===== config.mk =====
export PLATFORM = sky130hd
export DESIGN_NAME = mcu_core_sequencer
export DESIGN_NICKNAME = d
export VERILOG_FILES = /design/src/rtl/mcseq_pkg.sv /design/src/rtl/mcseq_stack_if.sv /design/src/rtl/mcseq_stack.sv /design/src/rtl/mcseq_flags.sv /design/src/rtl/mcu_core_sequencer.sv
export SDC_FILE = /design/constraint.sdc
export NUM_CORES = 1
export LEC_CHECK = 0
export ABC_AREA = 1
export BUFFER_PORTS_ARGS = -buffer_cell sky130_fd_sc_hd__buf_2
export CAP_MARGIN = 20
export CORE_ASPECT_RATIO = 0.6
export CORE_MARGIN = 4
export CORE_UTILIZATION = 50
export CTS_CLUSTER_DIAMETER = 30
export CTS_CLUSTER_SIZE = 25
export DETAILED_ROUTE_END_ITERATION = 8
export PLACE_DENSITY_LB_ADDON = 0.2
export SLEW_MARGIN = 30
export SYNTH_ARGS = -nofsm -noshare
export SYNTH_HDL_FRONTEND = slang
export SYNTH_SLANG_ARGS = --single-unit

===== constraint.sdc =====
create_clock -name mclk -period 2.6 [get_ports mclk]
set_input_delay 0.26 -clock mclk [delete_from_list [all_inputs] [get_ports mclk]]
set_output_delay 0.26 -clock mclk [all_outputs]
set_load 0.01 [all_outputs]

===== src/rtl/mcseq_pkg.sv =====
`default_nettype none
package mcseq_pkg;
   localparam int PC_W = 12;
   localparam int STACK_DEPTH = 6;
   localparam logic [7:0] ADDR_PTR_ONE = 8'h80;
   localparam logic [7:0] ADDR_PTR_TWO = 8'h81;
   localparam logic [7:0] ADDR_SHORT_ONE = 8'h82;
   localparam logic [7:0] ADDR_SHORT_TWO = 8'h83;
   localparam logic [7:0] BANK_LO = 8'h00;
   localparam logic [7:0] BANK_HI = 8'h3f;
   localparam logic [7:0] WIN_LO = 8'h40;
   localparam logic [7:0] WIN_HI = 8'h7f;
   localparam logic [7:0] RAM_LO = 8'h80;
   localparam logic [7:0] RAM_HI = 8'hbf;
   localparam logic [11:0] PRG_RSV_HI = 12'h07f;
   localparam logic [11:0] PRG_USER_HI = 12'hf9f;
   localparam logic [11:0] VEC_IRQ_LO = 12'hff0;
   localparam logic [11:0] VEC_IRQ_HI = 12'hff7;
   localparam logic [11:0] VEC_NMI = 12'hffc;
   localparam logic [11:0] VEC_RESET = 12'hffe;
   localparam logic [7:0] REG_RESET = 8'h00;
   typedef enum logic [1:0] {CTX_NORMAL, CTX_IRQ, CTX_NMI} mcseq_ctx_e;
   typedef enum logic [2:0] {
      PCOP_NEXT, PCOP_HOLD, PCOP_JUMP, PCOP_REL, PCOP_VECTOR, PCOP_RETURN
   } mcseq_pcop_e;
   typedef enum logic [2:0] {
      DSP_BANK, DSP_WINDOW, DSP_CORE_REG, DSP_RAM, DSP_OTHER
   } mcseq_dsp_e;
   typedef enum logic [1:0] {
      PSP_RESERVED, PSP_USER, PSP_VECTOR, PSP_OTHER
   } mcseq_psp_e;
endpackage
`default_nettype wire


===== src/rtl/mcseq_stack_if.sv =====
`timescale 1ns/1ns
`default_nettype none
interface mcseq_stack_if;
   logic push;
   logic pop;
   logic [11:0] push_data;
   logic [11:0] top;
   logic empty;
   modport owner (output push, output pop, output push_data, input top, input empty);
   modport stack (input push, input pop, input push_data, output top, output empty);
endinterface
`default_nettype wire


===== src/rtl/mcseq_stack.sv =====
`timescale 1ns/1ns
`default_nettype none
module mcseq_stack
   import mcseq_pkg::*;
#(
   parameter int DEPTH = STACK_DEPTH
) (
   input wire logic mclk,
   input wire logic nrst,
   input wire logic ce,
   mcseq_stack_if.stack sif
);
   logic [11:0] level_reg [DEPTH];
   logic [3:0] depth_reg;

   // =========================================
   // shift register levels
   generate
      for (genvar i = 0; i < DEPTH; i++) begin : g_lvl
         always_ff @(posedge mclk or negedge nrst) begin
            if (!nrst) begin
               level_reg[i] <= 12'h000;
            end else if (ce && sif.push) begin
               level_reg[i] <= (i == 0) ? sif.push_data : level_reg[(i == 0) ? 0 : i - 1];
            end else if (ce && sif.pop && depth_reg != 4'h0) begin
               level_reg[i] <= (i == DEPTH - 1) ? 12'h000 : level_reg[(i == DEPTH - 1) ? i : i + 1];
            end
         end
      end
   endgenerate

   // depth saturates both ways
   always_ff @(posedge mclk or negedge nrst) begin
      if (!nrst) begin
         depth_reg <= 4'h0;
      end else if (ce && sif.push) begin
         if (depth_reg != 4'(DEPTH)) begin
            depth_reg <= depth_reg + 4'h1;
         end
      end else if (ce && sif.pop && depth_reg != 4'h0) begin
         depth_reg <= depth_reg - 4'h1;
      end
   end

   assign sif.top = level_reg[0];
   assign sif.empty = (depth_reg == 4'h0);
endmodule // mcseq_stack
`default_nettype wire


===== src/rtl/mcseq_flags.sv =====
`timescale 1ns/1ns
`default_nettype none
module mcseq_flags
   import mcseq_pkg::*;
(
   input wire logic mclk,
   input wire logic nrst,
   input wire logic ce,
   input wire logic [1:0] ctx,
   input wire logic carry_we,
   input wire logic carry_in,
   input wire logic zero_we,
   input wire logic [7:0] result,
   output logic carry,
   output logic zero
);
   logic [2:0] carry_reg;
   logic [2:0] zero_reg;

   // =========================================
   // one pair per context, never cleared on switch
   generate
      for (genvar i = 0; i < 3; i++) begin : g_pair
         always_ff @(posedge mclk or negedge nrst) begin
            if (!nrst) begin
               carry_reg[i] <= 1'b0;
               zero_reg[i] <= 1'b0;
            end else if (ce && ctx == 2'(i)) begin
               if (carry_we) begin
                  carry_reg[i] <= carry_in;
               end
               if (zero_we) begin
                  zero_reg[i] <= (result == 8'h00);
               end
            end
         end
      end
   endgenerate

   assign carry = carry_reg[ctx];
   assign zero = zero_reg[ctx];
endmodule // mcseq_flags
`default_nettype wire


===== src/rtl/mcu_core_sequencer.sv =====
`timescale 1ns/1ns
`default_nettype none
module mcu_core_sequencer
   import mcseq_pkg::*;
#(
   parameter int BANK_W = 1
) (
   input wire logic mclk,
   input wire logic nrst,
   input wire logic ce,
   // sequencing commands from decode
   input wire logic fetch,
   input wire logic [2:0] pc_op,
   input wire logic is_call,
   input wire logic [11:0] jump_target,
   input wire logic [7:0] rel_offset,
   input wire logic irq_take,
   input wire logic nmi_take,
   input wire logic [1:0] irq_vec_sel,
   input wire logic is_return_from_interrupt,
   input wire logic [BANK_W-1:0] prog_bank,
   input wire logic [6:0] window_sel,
   // flag updates
   input wire logic carry_we,
   input wire logic carry_in,
   input wire logic zero_we,
   input wire logic [7:0] alu_result,
   // data space access
   input wire logic [7:0] data_addr,
   input wire logic data_we,
   input wire logic [7:0] data_wdata,
   // program ROM
   input wire logic [7:0] rom_rdata,
   output logic [11:0] program_counter,
   output logic [BANK_W+11:0] rom_addr,
   output logic [12:0] window_rom_addr,
   output logic busy,
   output logic [1:0] active_ctx,
   output logic carry,
   output logic zero,
   output logic [7:0] core_rdata,
   output logic core_hit,
   output logic [2:0] data_region,
   output logic [1:0] prog_region,
   output logic [7:0] pointer_one,
   output logic [7:0] pointer_two
);
   typedef enum logic [1:0] {ST_RUN, ST_VEC_LO, ST_VEC_HI} mcseq_st_e;

   mcseq_st_e state_reg;
   logic [11:0] pc_reg;
   logic [11:0] vec_addr_reg;
   logic [7:0] vec_lo_reg;
   logic [1:0] ctx_reg;
   logic [1:0] prev_ctx_reg;
   logic [7:0] ptr_one_reg;
   logic [7:0] ptr_two_reg;
   logic [7:0] short_one_reg;
   logic [7:0] short_two_reg;
   logic [11:0] pc_next;
   logic [11:0] rel_sum;
   logic taking_int;
   logic ret_go;

   mcseq_stack_if sif();

   // =========================================
   // map decoders
   function automatic logic [2:0] data_map(input logic [7:0] a);
      if (a <= BANK_HI) begin
         data_map = DSP_BANK;
      end else if (a >= WIN_LO && a <= WIN_HI) begin
         data_map = DSP_WINDOW;
      end else if (a >= ADDR_PTR_ONE && a <= ADDR_SHORT_TWO) begin
         data_map = DSP_CORE_REG;
      end else if (a <= RAM_HI) begin
         data_map = DSP_RAM;
      end else begin
         data_map = DSP_OTHER;
      end
   endfunction

   function automatic logic [1:0] prog_map(input logic [11:0] a);
      if (a <= PRG_RSV_HI) begin
         prog_map = PSP_RESERVED;
      end else if (a <= PRG_USER_HI) begin
         prog_map = PSP_USER;
      end else if ((a >= VEC_IRQ_LO && a <= VEC_IRQ_HI) || a >= VEC_NMI) begin
         prog_map = PSP_VECTOR;
      end else begin
         prog_map = PSP_OTHER;
      end
   endfunction

   assign data_region = data_map(data_addr);
   assign prog_region = prog_map(pc_reg);

   // =========================================
   // program counter
   assign rel_sum = pc_reg + {{4{rel_offset[7]}}, rel_offset};
   assign taking_int = irq_take || nmi_take;
   assign ret_go = (pc_op == PCOP_RETURN) && !sif.empty;

   always_comb begin
      pc_next = pc_reg;
      case (pc_op)
         PCOP_NEXT: pc_next = pc_reg + 12'h001;
         PCOP_HOLD: pc_next = pc_reg;
         PCOP_JUMP: pc_next = jump_target;
         PCOP_REL: pc_next = rel_sum;
         PCOP_RETURN: pc_next = ret_go ? sif.top : pc_reg + 12'h001;
         default: pc_next = pc_reg;
      endcase
   end

   // vector fetch: low then high byte, core stalled meanwhile
   always_ff @(posedge mclk or negedge nrst) begin
      if (!nrst) begin
         state_reg <= ST_VEC_LO;
         vec_addr_reg <= VEC_RESET;
         vec_lo_reg <= REG_RESET;
         pc_reg <= VEC_RESET;
      end else if (ce) begin
         case (state_reg)
            ST_RUN: begin
               if (nmi_take) begin
                  vec_addr_reg <= VEC_NMI;
                  state_reg <= ST_VEC_LO;
               end else if (irq_take) begin
                  vec_addr_reg <= VEC_IRQ_LO + {9'h000, irq_vec_sel, 1'b0};
                  state_reg <= ST_VEC_LO;
               end else if (fetch) begin
                  pc_reg <= pc_next;
               end
            end
            ST_VEC_LO: begin
               vec_lo_reg <= rom_rdata;
               state_reg <= ST_VEC_HI;
            end
            ST_VEC_HI: begin
               pc_reg <= {rom_rdata[3:0], vec_lo_reg};
               state_reg <= ST_RUN;
            end
            default: state_reg <= ST_RUN;
         endcase
      end
   end

   assign busy = (state_reg != ST_RUN);
   always_comb begin
      case (state_reg)
         ST_VEC_LO: rom_addr = {prog_bank, vec_addr_reg};
         ST_VEC_HI: rom_addr = {prog_bank, vec_addr_reg + 12'h001};
         default: rom_addr = {prog_bank, pc_reg};
      endcase
   end
   assign window_rom_addr = {window_sel, data_addr[5:0]};
   assign program_counter = pc_reg;

   // =========================================
   // stack hookup
   assign sif.push = (state_reg == ST_RUN) && (taking_int || (fetch && is_call));
   assign sif.pop = (state_reg == ST_RUN) && !taking_int && fetch && (pc_op == PCOP_RETURN);
   // interrupts save the interrupted pc; calls save the return pc
   assign sif.push_data = taking_int ? pc_reg : pc_reg + 12'h001;

   mcseq_stack #(.DEPTH(STACK_DEPTH)) u_stack (
      .mclk(mclk),
      .nrst(nrst),
      .ce(ce),
      .sif(sif.stack)
   );

   // =========================================
   // context tracking
   always_ff @(posedge mclk or negedge nrst) begin
      if (!nrst) begin
         ctx_reg <= CTX_NMI;
         prev_ctx_reg <= CTX_NORMAL;
      end else if (ce && state_reg == ST_RUN) begin
         if (nmi_take) begin
            prev_ctx_reg <= ctx_reg;
            ctx_reg <= CTX_NMI;
         end else if (irq_take) begin
            prev_ctx_reg <= ctx_reg;
            ctx_reg <= CTX_IRQ;
         end else if (fetch && is_return_from_interrupt && pc_op == PCOP_RETURN) begin
            // one level of history: nmi over irq returns to irq, then normal
            ctx_reg <= prev_ctx_reg;
            prev_ctx_reg <= CTX_NORMAL;
         end
      end
   end
   assign active_ctx = ctx_reg;

   mcseq_flags u_flags (
      .mclk(mclk),
      .nrst(nrst),
      .ce(ce),
      .ctx(ctx_reg),
      .carry_we(carry_we),
      .carry_in(carry_in),
      .zero_we(zero_we),
      .result(alu_result),
      .carry(carry),
      .zero(zero)
   );

   // =========================================
   // data-space core registers
   always_ff @(posedge mclk or negedge nrst) begin
      if (!nrst) begin
         ptr_one_reg <= REG_RESET;
         ptr_two_reg <= REG_RESET;
         short_one_reg <= REG_RESET;
         short_two_reg <= REG_RESET;
      end else if (ce && data_we) begin
         case (data_addr)
            ADDR_PTR_ONE: ptr_one_reg <= data_wdata;
            ADDR_PTR_TWO: ptr_two_reg <= data_wdata;
            ADDR_SHORT_ONE: short_one_reg <= data_wdata;
            ADDR_SHORT_TWO: short_two_reg <= data_wdata;
            default: ;
         endcase
      end
   end

   always_comb begin
      core_hit = 1'b1;
      case (data_addr)
         ADDR_PTR_ONE: core_rdata = ptr_one_reg;
         ADDR_PTR_TWO: core_rdata = ptr_two_reg;
         ADDR_SHORT_ONE: core_rdata = short_one_reg;
         ADDR_SHORT_TWO: core_rdata = short_two_reg;
         default: begin
            core_rdata = 8'h00;
            core_hit = 1'b0;
         end
      endcase
   end
   assign pointer_one = ptr_one_reg;
   assign pointer_two = ptr_two_reg;
endmodule // mcu_core_sequencer
`default_nettype wire


Word level (Yosys, flattened, before mapping):

Index checks and enable logic that the tools add are counted.

* add/subtract/negate cells: 6
* order comparisons: 12
* eq/ne operators: 18
* mux-type cells: 47
* reductions and logical operators: 52

Operators by type and width (count)
* $mux W12: 19
* $pmux W12 S2: 2
* $pmux W12 S4: 1
* $eq A8 B8 Y1 const B: 4
* $pmux W8 S4: 1
* $reduce_and A2 Y1: 14
* $add A12 B1 Y12 const B: 2
* $ge A12 B12 Y1 const B: 2
* $le A12 B12 Y1 const B: 2
* $mux W2: 10
* $logic_and A1 B1 Y1: 19
* $le A8 B8 Y1 const B: 2
* $add A12 B12 Y12: 1
* $le A12 B7 Y1 const B: 1
* $mux W3: 4
* $mux W4: 3
* $ge A8 B7 Y1 const B: 1
* $ge A8 B8 Y1 const B: 1
* $le A8 B6 Y1 const B: 1
* $le A8 B7 Y1 const B: 1
* $logic_not A8 Y1: 1
* $ne A2 B2 Y1 const B: 4
* $reduce_bool A2 Y1: 4
* $add A5 B4 Y6 const A: 1
* 23 further kinds: 34

* flip-flop bits (word level): 152
* word-level logic and storage cells: 158

Depth between registers and ports, before layout:

Gate-level depths: netlist of run 1.

* depth in word-level cells: 9
* gate-level depth with buffers: 15
* mapped depth without buffers: 15

Modules after synthesis:

A second synthesis of run 1 with hierarchy kept.

* cells, all modules: 1155
* area total of the unflattened synthesis: 8683.3 um^2

Modules (own cells, without submodules)
* mcu_core_sequencer: times used 1, cells each 669, area each 4603.2 um^2
* mcseq_stack: times used 1, cells each 436, area each 3733.6 um^2
* mcseq_flags: times used 1, cells each 50, area each 346.6 um^2

Least setup slack after synthesis of run 1:

OpenSTA, ideal clock, no wires.

* kind: register to register
* start point: register state_reg[0]
* end point: register u_stack.depth_reg[3]
* setup time: 0.123 ns
* arrival: 2.361 ns
* path slack: 0.116 ns
* cell stages (with the launch flop): 13
* cells stage by stage: dfstp_2 > inv_1 > ha_1 > nand2_1 > a21oi_4 > inv_2 > clkbuf_1 > ha_1 > a21oi_1 > nand2_1 > xnor2_1 > nand2_2 > xnor2_1

* longest elaborated chain between the ends: 8
* elaborated cells on any way between the ends: 12
* classes of those cells: eq/ne (1); mux (1); reduce/logical (10)

RTL lines
* start, declared: RTL line mcu_core_sequencer.sv:50 `mcseq_st_e state_reg;`
* start signal, assigned: RTL line mcu_core_sequencer.sv:119 `state_reg <= ST_VEC_LO;`
* start signal, assigned: RTL line mcu_core_sequencer.sv:128 `state_reg <= ST_VEC_LO;`
* start signal, assigned: RTL line mcu_core_sequencer.sv:131 `state_reg <= ST_VEC_LO;`
* $logic_not A2 Y1 *: RTL line mcu_core_sequencer.sv:162, mcu_core_sequencer.sv:163
* $logic_and A1 B1 Y1 (3 in series): RTL line mcu_core_sequencer.sv:163 `assign sif.pop = (state_reg == ST_RUN) && !taking_int && fetch && (pc_op == PCOP_RETURN);`
* $logic_and A1 B1 Y1 (2 in series): RTL line mcseq_stack.sv:40 `end else if (ce && sif.pop && depth_reg != 4'h0) begin`
* $reduce_bool A2 Y1 (no source line)
* $reduce_and A2 Y1 (no source line)
* end signal, assigned: RTL line mcseq_stack.sv:38 `depth_reg <= depth_reg + 4'h1;`
* end signal, assigned: RTL line mcseq_stack.sv:41 `depth_reg <= depth_reg - 4'h1;`
* end, declared: RTL line mcseq_stack.sv:14 `logic [3:0] depth_reg;`

Every way passes the cells marked *; elsewhere a longest branch is shown, timed or not.
A chain may end at the register's enable or synchronous reset.

Worst setup path after layout of run 1:

* start point: register pc_reg[0], in the netlist program_counter[0]
* end point: register pc_reg[6], in the netlist program_counter[6]

* longest elaborated chain between the ends: 7
* elaborated cells on any way between the ends: 8
* classes of those cells: add/sub (2); mux (6)

RTL lines
* start, declared: RTL line mcu_core_sequencer.sv:51 `logic [11:0] pc_reg;`
* start signal, assigned: RTL line mcu_core_sequencer.sv:133 `pc_reg <= pc_next;`
* start signal, assigned: RTL line mcu_core_sequencer.sv:141 `pc_reg <= {rom_rdata[3:0], vec_lo_reg};`
* $add A12 B1 Y12: RTL line mcu_core_sequencer.sv:107, mcu_core_sequencer.sv:111
* $mux W12: RTL line mcu_core_sequencer.sv:111 `PCOP_RETURN: pc_next = ret_go ? sif.top : pc_reg + 12'h001;`
* $pmux W12 S4 *: RTL line mcu_core_sequencer.sv:106 `case (pc_op)`
* $mux W12 *: RTL line mcu_core_sequencer.sv:132 `end else if (fetch) begin`
* $mux W12 *: RTL line mcu_core_sequencer.sv:129 `end else if (irq_take) begin`
* $mux W12 *: RTL line mcu_core_sequencer.sv:126 `if (nmi_take) begin`
* $pmux W12 S2 *: RTL line mcu_core_sequencer.sv:124 `case (state_reg)`

Every way passes the cells marked *; elsewhere a longest branch is shown, timed or not. The select of a mux whose other input is x is not followed.

==> run summary, run 1 <==
most frequent cells in the layout: 298 x nand2_1, 132 x buf_2, 131 x inv_1, 126 x dfrtp_1, 70 x o21ai_0
Iter 0 DRT Violations: 739
die extent in x: 172 um
final-report hold violation count: 0
Total Power: 10.1 mW
final wirelength: 22.6 mm
synthesized area per cell: 8.03 um2
crit path DAT: 2.75 ns
FP Rows: 35
initial antenna violation count: 1
DRT antenna net count: 0
post-synthesis cell type count: 44
Vias: 7442
Final WS setup: 0.200 ns
RSZ-0062 raised after global routing: false
Filler cells: 1426
clk_lat worst skew: 0.42 ns
core area: 15600 um2
Residual DRC: 0
#FFs+latches synth: 143
critical path peak fanout: 11
fmax: 417 MHz
io pins: 150
GPL Wtd Cong: 0.994
setup violators final: 0
sequential fraction of the synthesis area: 44.5%
# diodes: 0
post-synth net total: 1106
share of cells above drive strength 1: 21.4%
status: finished clean
drt wl/cell: 16.8 um
Num Clock Sinks: 143
via/cell ratio: 5.54
design area: 9420 um2
share of the clock period used by the worst path: 92.3%
Placed Instances: 1310
root buffer cell: clkbuf_16
Post-DP Area: 8820 um2
Die Y-Extent: 107 um
gr usage total: 25.4%
Crit Path Class: flop to flop
Synth Cell Area: 8090 um2
commonest non-fill, non-tap cell in the layout: nand2_1
PwrDens: 1070 nW/um2
WHS: 0.0573 ns
Critical Path Sink Type: flop
pin count of the biggest net entering global routing: 55
number of global-route vias before repair: 6961
ys flop type: dfrtp_1
number of CTS-inserted buffers: 17
Setup Slack @ Placement: 0.0166 ns
drt first pass iters: 5
Layout Cells excl Fill: 1344
Static Leak: 4.74 nW
Async SR Flop Fraction: 100%
HPWL Detailed: 16.5 mm
CTS clock-pin slew for the worst setup and hold paths: 0.07 ns
hold crit path type: input port to flop
H-tree Lvls: 4
worst vdd ir: 0.000608 V
maxcap violations: 0
first-pass GRT wire length: 36.6 mm
PortBufs: 133
CTS tree: done
Max clock buf depth: 2
setup_tns: 0 ns
synth warn: 0
WP data required: 2.95 ns
Syn Inst Count: 1008
max-slew violations: 0
Layout area overhead: 16.3%
Final Skew: 0.00911 ns
slew at the pin closest to its max-slew limit: 0.686 ns
NumNets Final: 1226
fin util: 60.4%
Worst Setup Start Kind: flop
number of flip-flops in the largest register: 60
number of synthesized flops with an enable pin: 0
Min Clock Period, post-route: 2.40 ns
Rel. slew slack: 53.9%
total die area: 18400 um2
total congestion overflow: 0
Initial Util: 51.9%
what timing repair did:
| item | CTS | global route |
|---|---|---|
| endpoints found under the hold margin | 26 | 0 |
| hold buffers | 1 | 0 |
| endpoints found under the setup margin | 2 | 12 |
| setup buffers | 1 | 0 |
| resized for setup | 0 | 2 |
worst paths after layout:
check                              startpoint                 end  slack, ns  depth (start not counted)
max in group asynchronous                nrst     vec_addr_reg[3]       1.53                          3
hold / removal                 irq_vec_sel[0]     vec_addr_reg[1]       0.06                          3
hold reg to reg               vec_addr_reg[2]     vec_addr_reg[2]       0.46                          2
setup reg to reg           program_counter[0]  program_counter[6]       0.20                         11
setup / recovery           program_counter[0]  program_counter[6]       0.20                         11
min in group asynchronous                nrst  u_stack.sif.top[8]       0.34                          2
routing by layer:
metal	part of all wire (%)	track usage, %	wire [um]
met4	0.98	5.33	221
met3	12	10.7	2640
met5	0.057	0	13
met2	39	32.0	8840
met1	48	40.0	10900
final cells by class:
type	count	area, um2	area share (%)
Sequential cell	143	3600	38.2
Multi-Input combinational cell	676	3650	38.7
Clock buffer	17	425	4.52
Tap cell	203	254	2.70
Timing Repair Buffer	149	807	8.57
Clock inverter	15	149	1.58
Inverter	141	534	5.67
critical path, stage by stage (launching register included):
cell     delay (ns)
dfrtp_2        0.51
ha_1           0.28
fa_1           0.48
nand3_1        0.12
nand3_1        0.17
nand2_1        0.12
nand2_1        0.08
a21oi_1        0.13
o21ai_0        0.11
nand3_1        0.11
nand2_1        0.07
a21oi_1        0.16
report_power, final:
group	total, mW	internal [mW]	switching (mW)
Sequential	3.68	3.07	0.612
Clock	2.41	1.35	1.06
Combinational	3.98	1.44	2.53
Total	10.1	5.86	4.20
Yosys cell counts (all sizes together) (4+ instances only):
master	number	area share, %
inv	140	6.5
ha	19	2.9
o21ai	84	5.7
dfrtp	127	39
nand3	47	2.9
o22ai	6	0.46
clkbuf	13	0.62
nand4	28	2.2
a21oi	36	2.4
nand2	310	15
nor4	4	0.49
o221ai	54	5.8
xor2	7	0.76
nor2	42	2.1
o211ai	12	1.2
xnor2	5	0.54
dfstp	16	5.2
buf	35	3.3
mux2	6	0.83
logic make-up after synthesis:
family          after synthesis  synth area share [%]
compound gates              196                  16.0
xor+xnor                     12                  1.30
fa+ha+maj                    21                  3.43
buf+inv                     189                  10.5
flops                       143                  44.5
mux                           6                 0.835
simple gates                441                  23.5
(Power assumes the default switching activity.)
==> inputs of run 2 (changes only) <==
--- a/config.mk
+++ b/config.mk
@@ -7,7 +7,7 @@
 export LEC_CHECK = 0
 export ABC_AREA = 1
 export BUFFER_PORTS_ARGS = -buffer_cell sky130_fd_sc_hd__buf_2
-export CAP_MARGIN = 20
+export CAP_MARGIN = 25
 export CORE_ASPECT_RATIO = 0.6
 export CORE_MARGIN = 4
 export CORE_UTILIZATION = 50
==> constraint.sdc (replaced) <==
create_clock -name mclk -period 2.2 [get_ports mclk]
set_input_delay 0.22 -clock mclk [delete_from_list [all_inputs] [get_ports mclk]]
set_output_delay 0.22 -clock mclk [all_outputs]
set_load 0.01 [all_outputs]
==> run summary, run 2 (synthesis results as in run 1) <==
# diodes: 0
maxcap violations: 0
slew at the pin closest to its max-slew limit: 0.577 ns
via/cell ratio: 5.60
Residual DRC: 0
Worst Setup Start Kind: flop
initial antenna violation count: 0
drt wl/cell: 17.0 um
design area: 9640 um2
die extent in x: 172 um
WP data required: 1.98 ns
drt first pass iters: 6
number of global-route vias before repair: 7196
Min Clock Period, post-route: 2.18 ns
final-report hold violation count: 0
core area: 15600 um2
root buffer cell: clkbuf_16
NumNets Final: 1243
worst min-delay path startpoint: irq_vec_sel[0]
fmax: 460 MHz
PortBufs: 133
CP startpoint: state_reg[0]
total die area: 18400 um2
crit path cell chain: inv_2, ha_4, or2_2, nand3_1, o21ai_0, buf_2
Crit Path Class: flop to output pin
Vias: 7623
number of flip-flops in the largest register: 60
commonest non-fill, non-tap cell in the layout: nand2_1
Worst path slowest cell: dfstp_2
GPL Wtd Cong: 0.949
DRT antenna net count: 0
Num Clock Sinks: 143
status: finished clean
setup violators final: 0
share of cells above drive strength 1: 23.3%
Placed Instances: 1325
number of CTS-inserted buffers: 17
RR Startpoint: state_reg[1]
PwrDens: 1270 nW/um2
first-pass GRT wire length: 37.3 mm
total congestion overflow: 0
hold crit path type: input port to flop
final wirelength: 23.2 mm
Critical Path Sink Type: output pin
CTS clock-pin slew for the worst setup and hold paths: 0.07 ns
H-tree Lvls: 4
clk_lat worst skew: 0.42 ns
Final Skew: 0.0104 ns
Rel. slew slack: 61.6%
Initial Util: 51.9%
Max clock buf depth: 2
HPWL Detailed: 17.0 mm
CTS tree: done
Layout Cells excl Fill: 1361
Static Leak: 4.84 nW
Filler cells: 1380
Layout area overhead: 19.1%
share of the clock period used by the worst path: 98.9%
largest stage delay on the critical path: 0.56 ns
pin count of the biggest net entering global routing: 58
io pins: 150
worst vdd ir: 0.000648 V
crit path DAT: 1.96 ns
Iter 0 DRT Violations: 791
gr usage total: 25.8%
most frequent cells in the layout: 297 x nand2_1, 132 x buf_2, 128 x inv_1, 127 x dfrtp_1, 69 x o21ai_0
max-slew violations: 0
Die Y-Extent: 107 um
FP Rows: 35
critical path peak fanout: 4
Post-DP Area: 8950 um2
run 2: area by class of cell:
cell class	instances	area (um2)	area share, %
clock buffers	17	425	4.42
clock inverters	15	169	1.75
inverters	141	541	5.61
multi-input cells	676	3700	38.4
flip-flops and latches	143	3600	37.3
well taps	203	254	2.64
repair buffers	166	947	9.83
run 2: what timing repair did:
| item | CTS | global route |
|---|---|---|
| resized for setup | 2 | 10 |
| hold endpoints to repair | 42 | 0 |
| hold buffers | 1 | 0 |
| setup endpoints to repair | 3 | 13 |
| setup buffers | 0 | 3 |
run 2: stage by stage:
step	setup WS, ns	power [mW]	utilization, %	setup TNS (ns)	hold WS [ns]
after floorplan	0.00462	7.36	-	0	-0.0756
after global placement	0.191	8.95	57.4	0	0.240
after detailed placement	0.131	9.08	57.4	0	0.241
after CTS	-0.0184	12.0	61.4	-0.0299	0.00858
after global routing	-0.0211	13.1	61.8	-0.0211	0.0130
final	0.0238	12.2	61.8	0	0.0212
run 2: per-layer routing:
| layer | wire (um) | part of all wire [%] | track usage [%] | up-vias |
|---|---|---|---|---|
| met5 | 0 | 0 | 0 | - |
| met4 | 153 | 0.66 | 4.94 | 0 |
| met3 | 2570 | 11 | 8.99 | 17 |
| met2 | 9110 | 39 | 33.3 | 324 |
| met1 | 11300 | 49 | 41.1 | 3659 |
| li1 | - | - | - | 3623 |
run 2: worst paths after layout:
kind,end,slack [ns],depth (start not counted)
min in group asynchronous,program_counter[0],0.36,2
worst min register to register,vec_addr_reg[2],0.47,2
max in group asynchronous,program_counter[10],1.18,3
worst max register to register,u_stack.depth_reg[3],0.16,11
worst max-delay path,rom_addr[1],0.02,6
worst min-delay path,vec_addr_reg[1],0.02,3
run 2: critical path, delay by kind of cell (launching register included):
kind,cells,cell delay (ns)
and+or+nand+nor,2,0.41
adders and majority gates,1,0.18
AOI/OAI and AO/OA,1,0.15
DFF,1,0.56
buffers and inverters,2,0.24
run 2: power breakdown:
group	internal, mW	switching (mW)	total, mW
clock	1.54	1.38	2.91
sequential	3.61	0.619	4.23
combinational	1.92	3.18	5.10
total	7.07	5.17	12.2
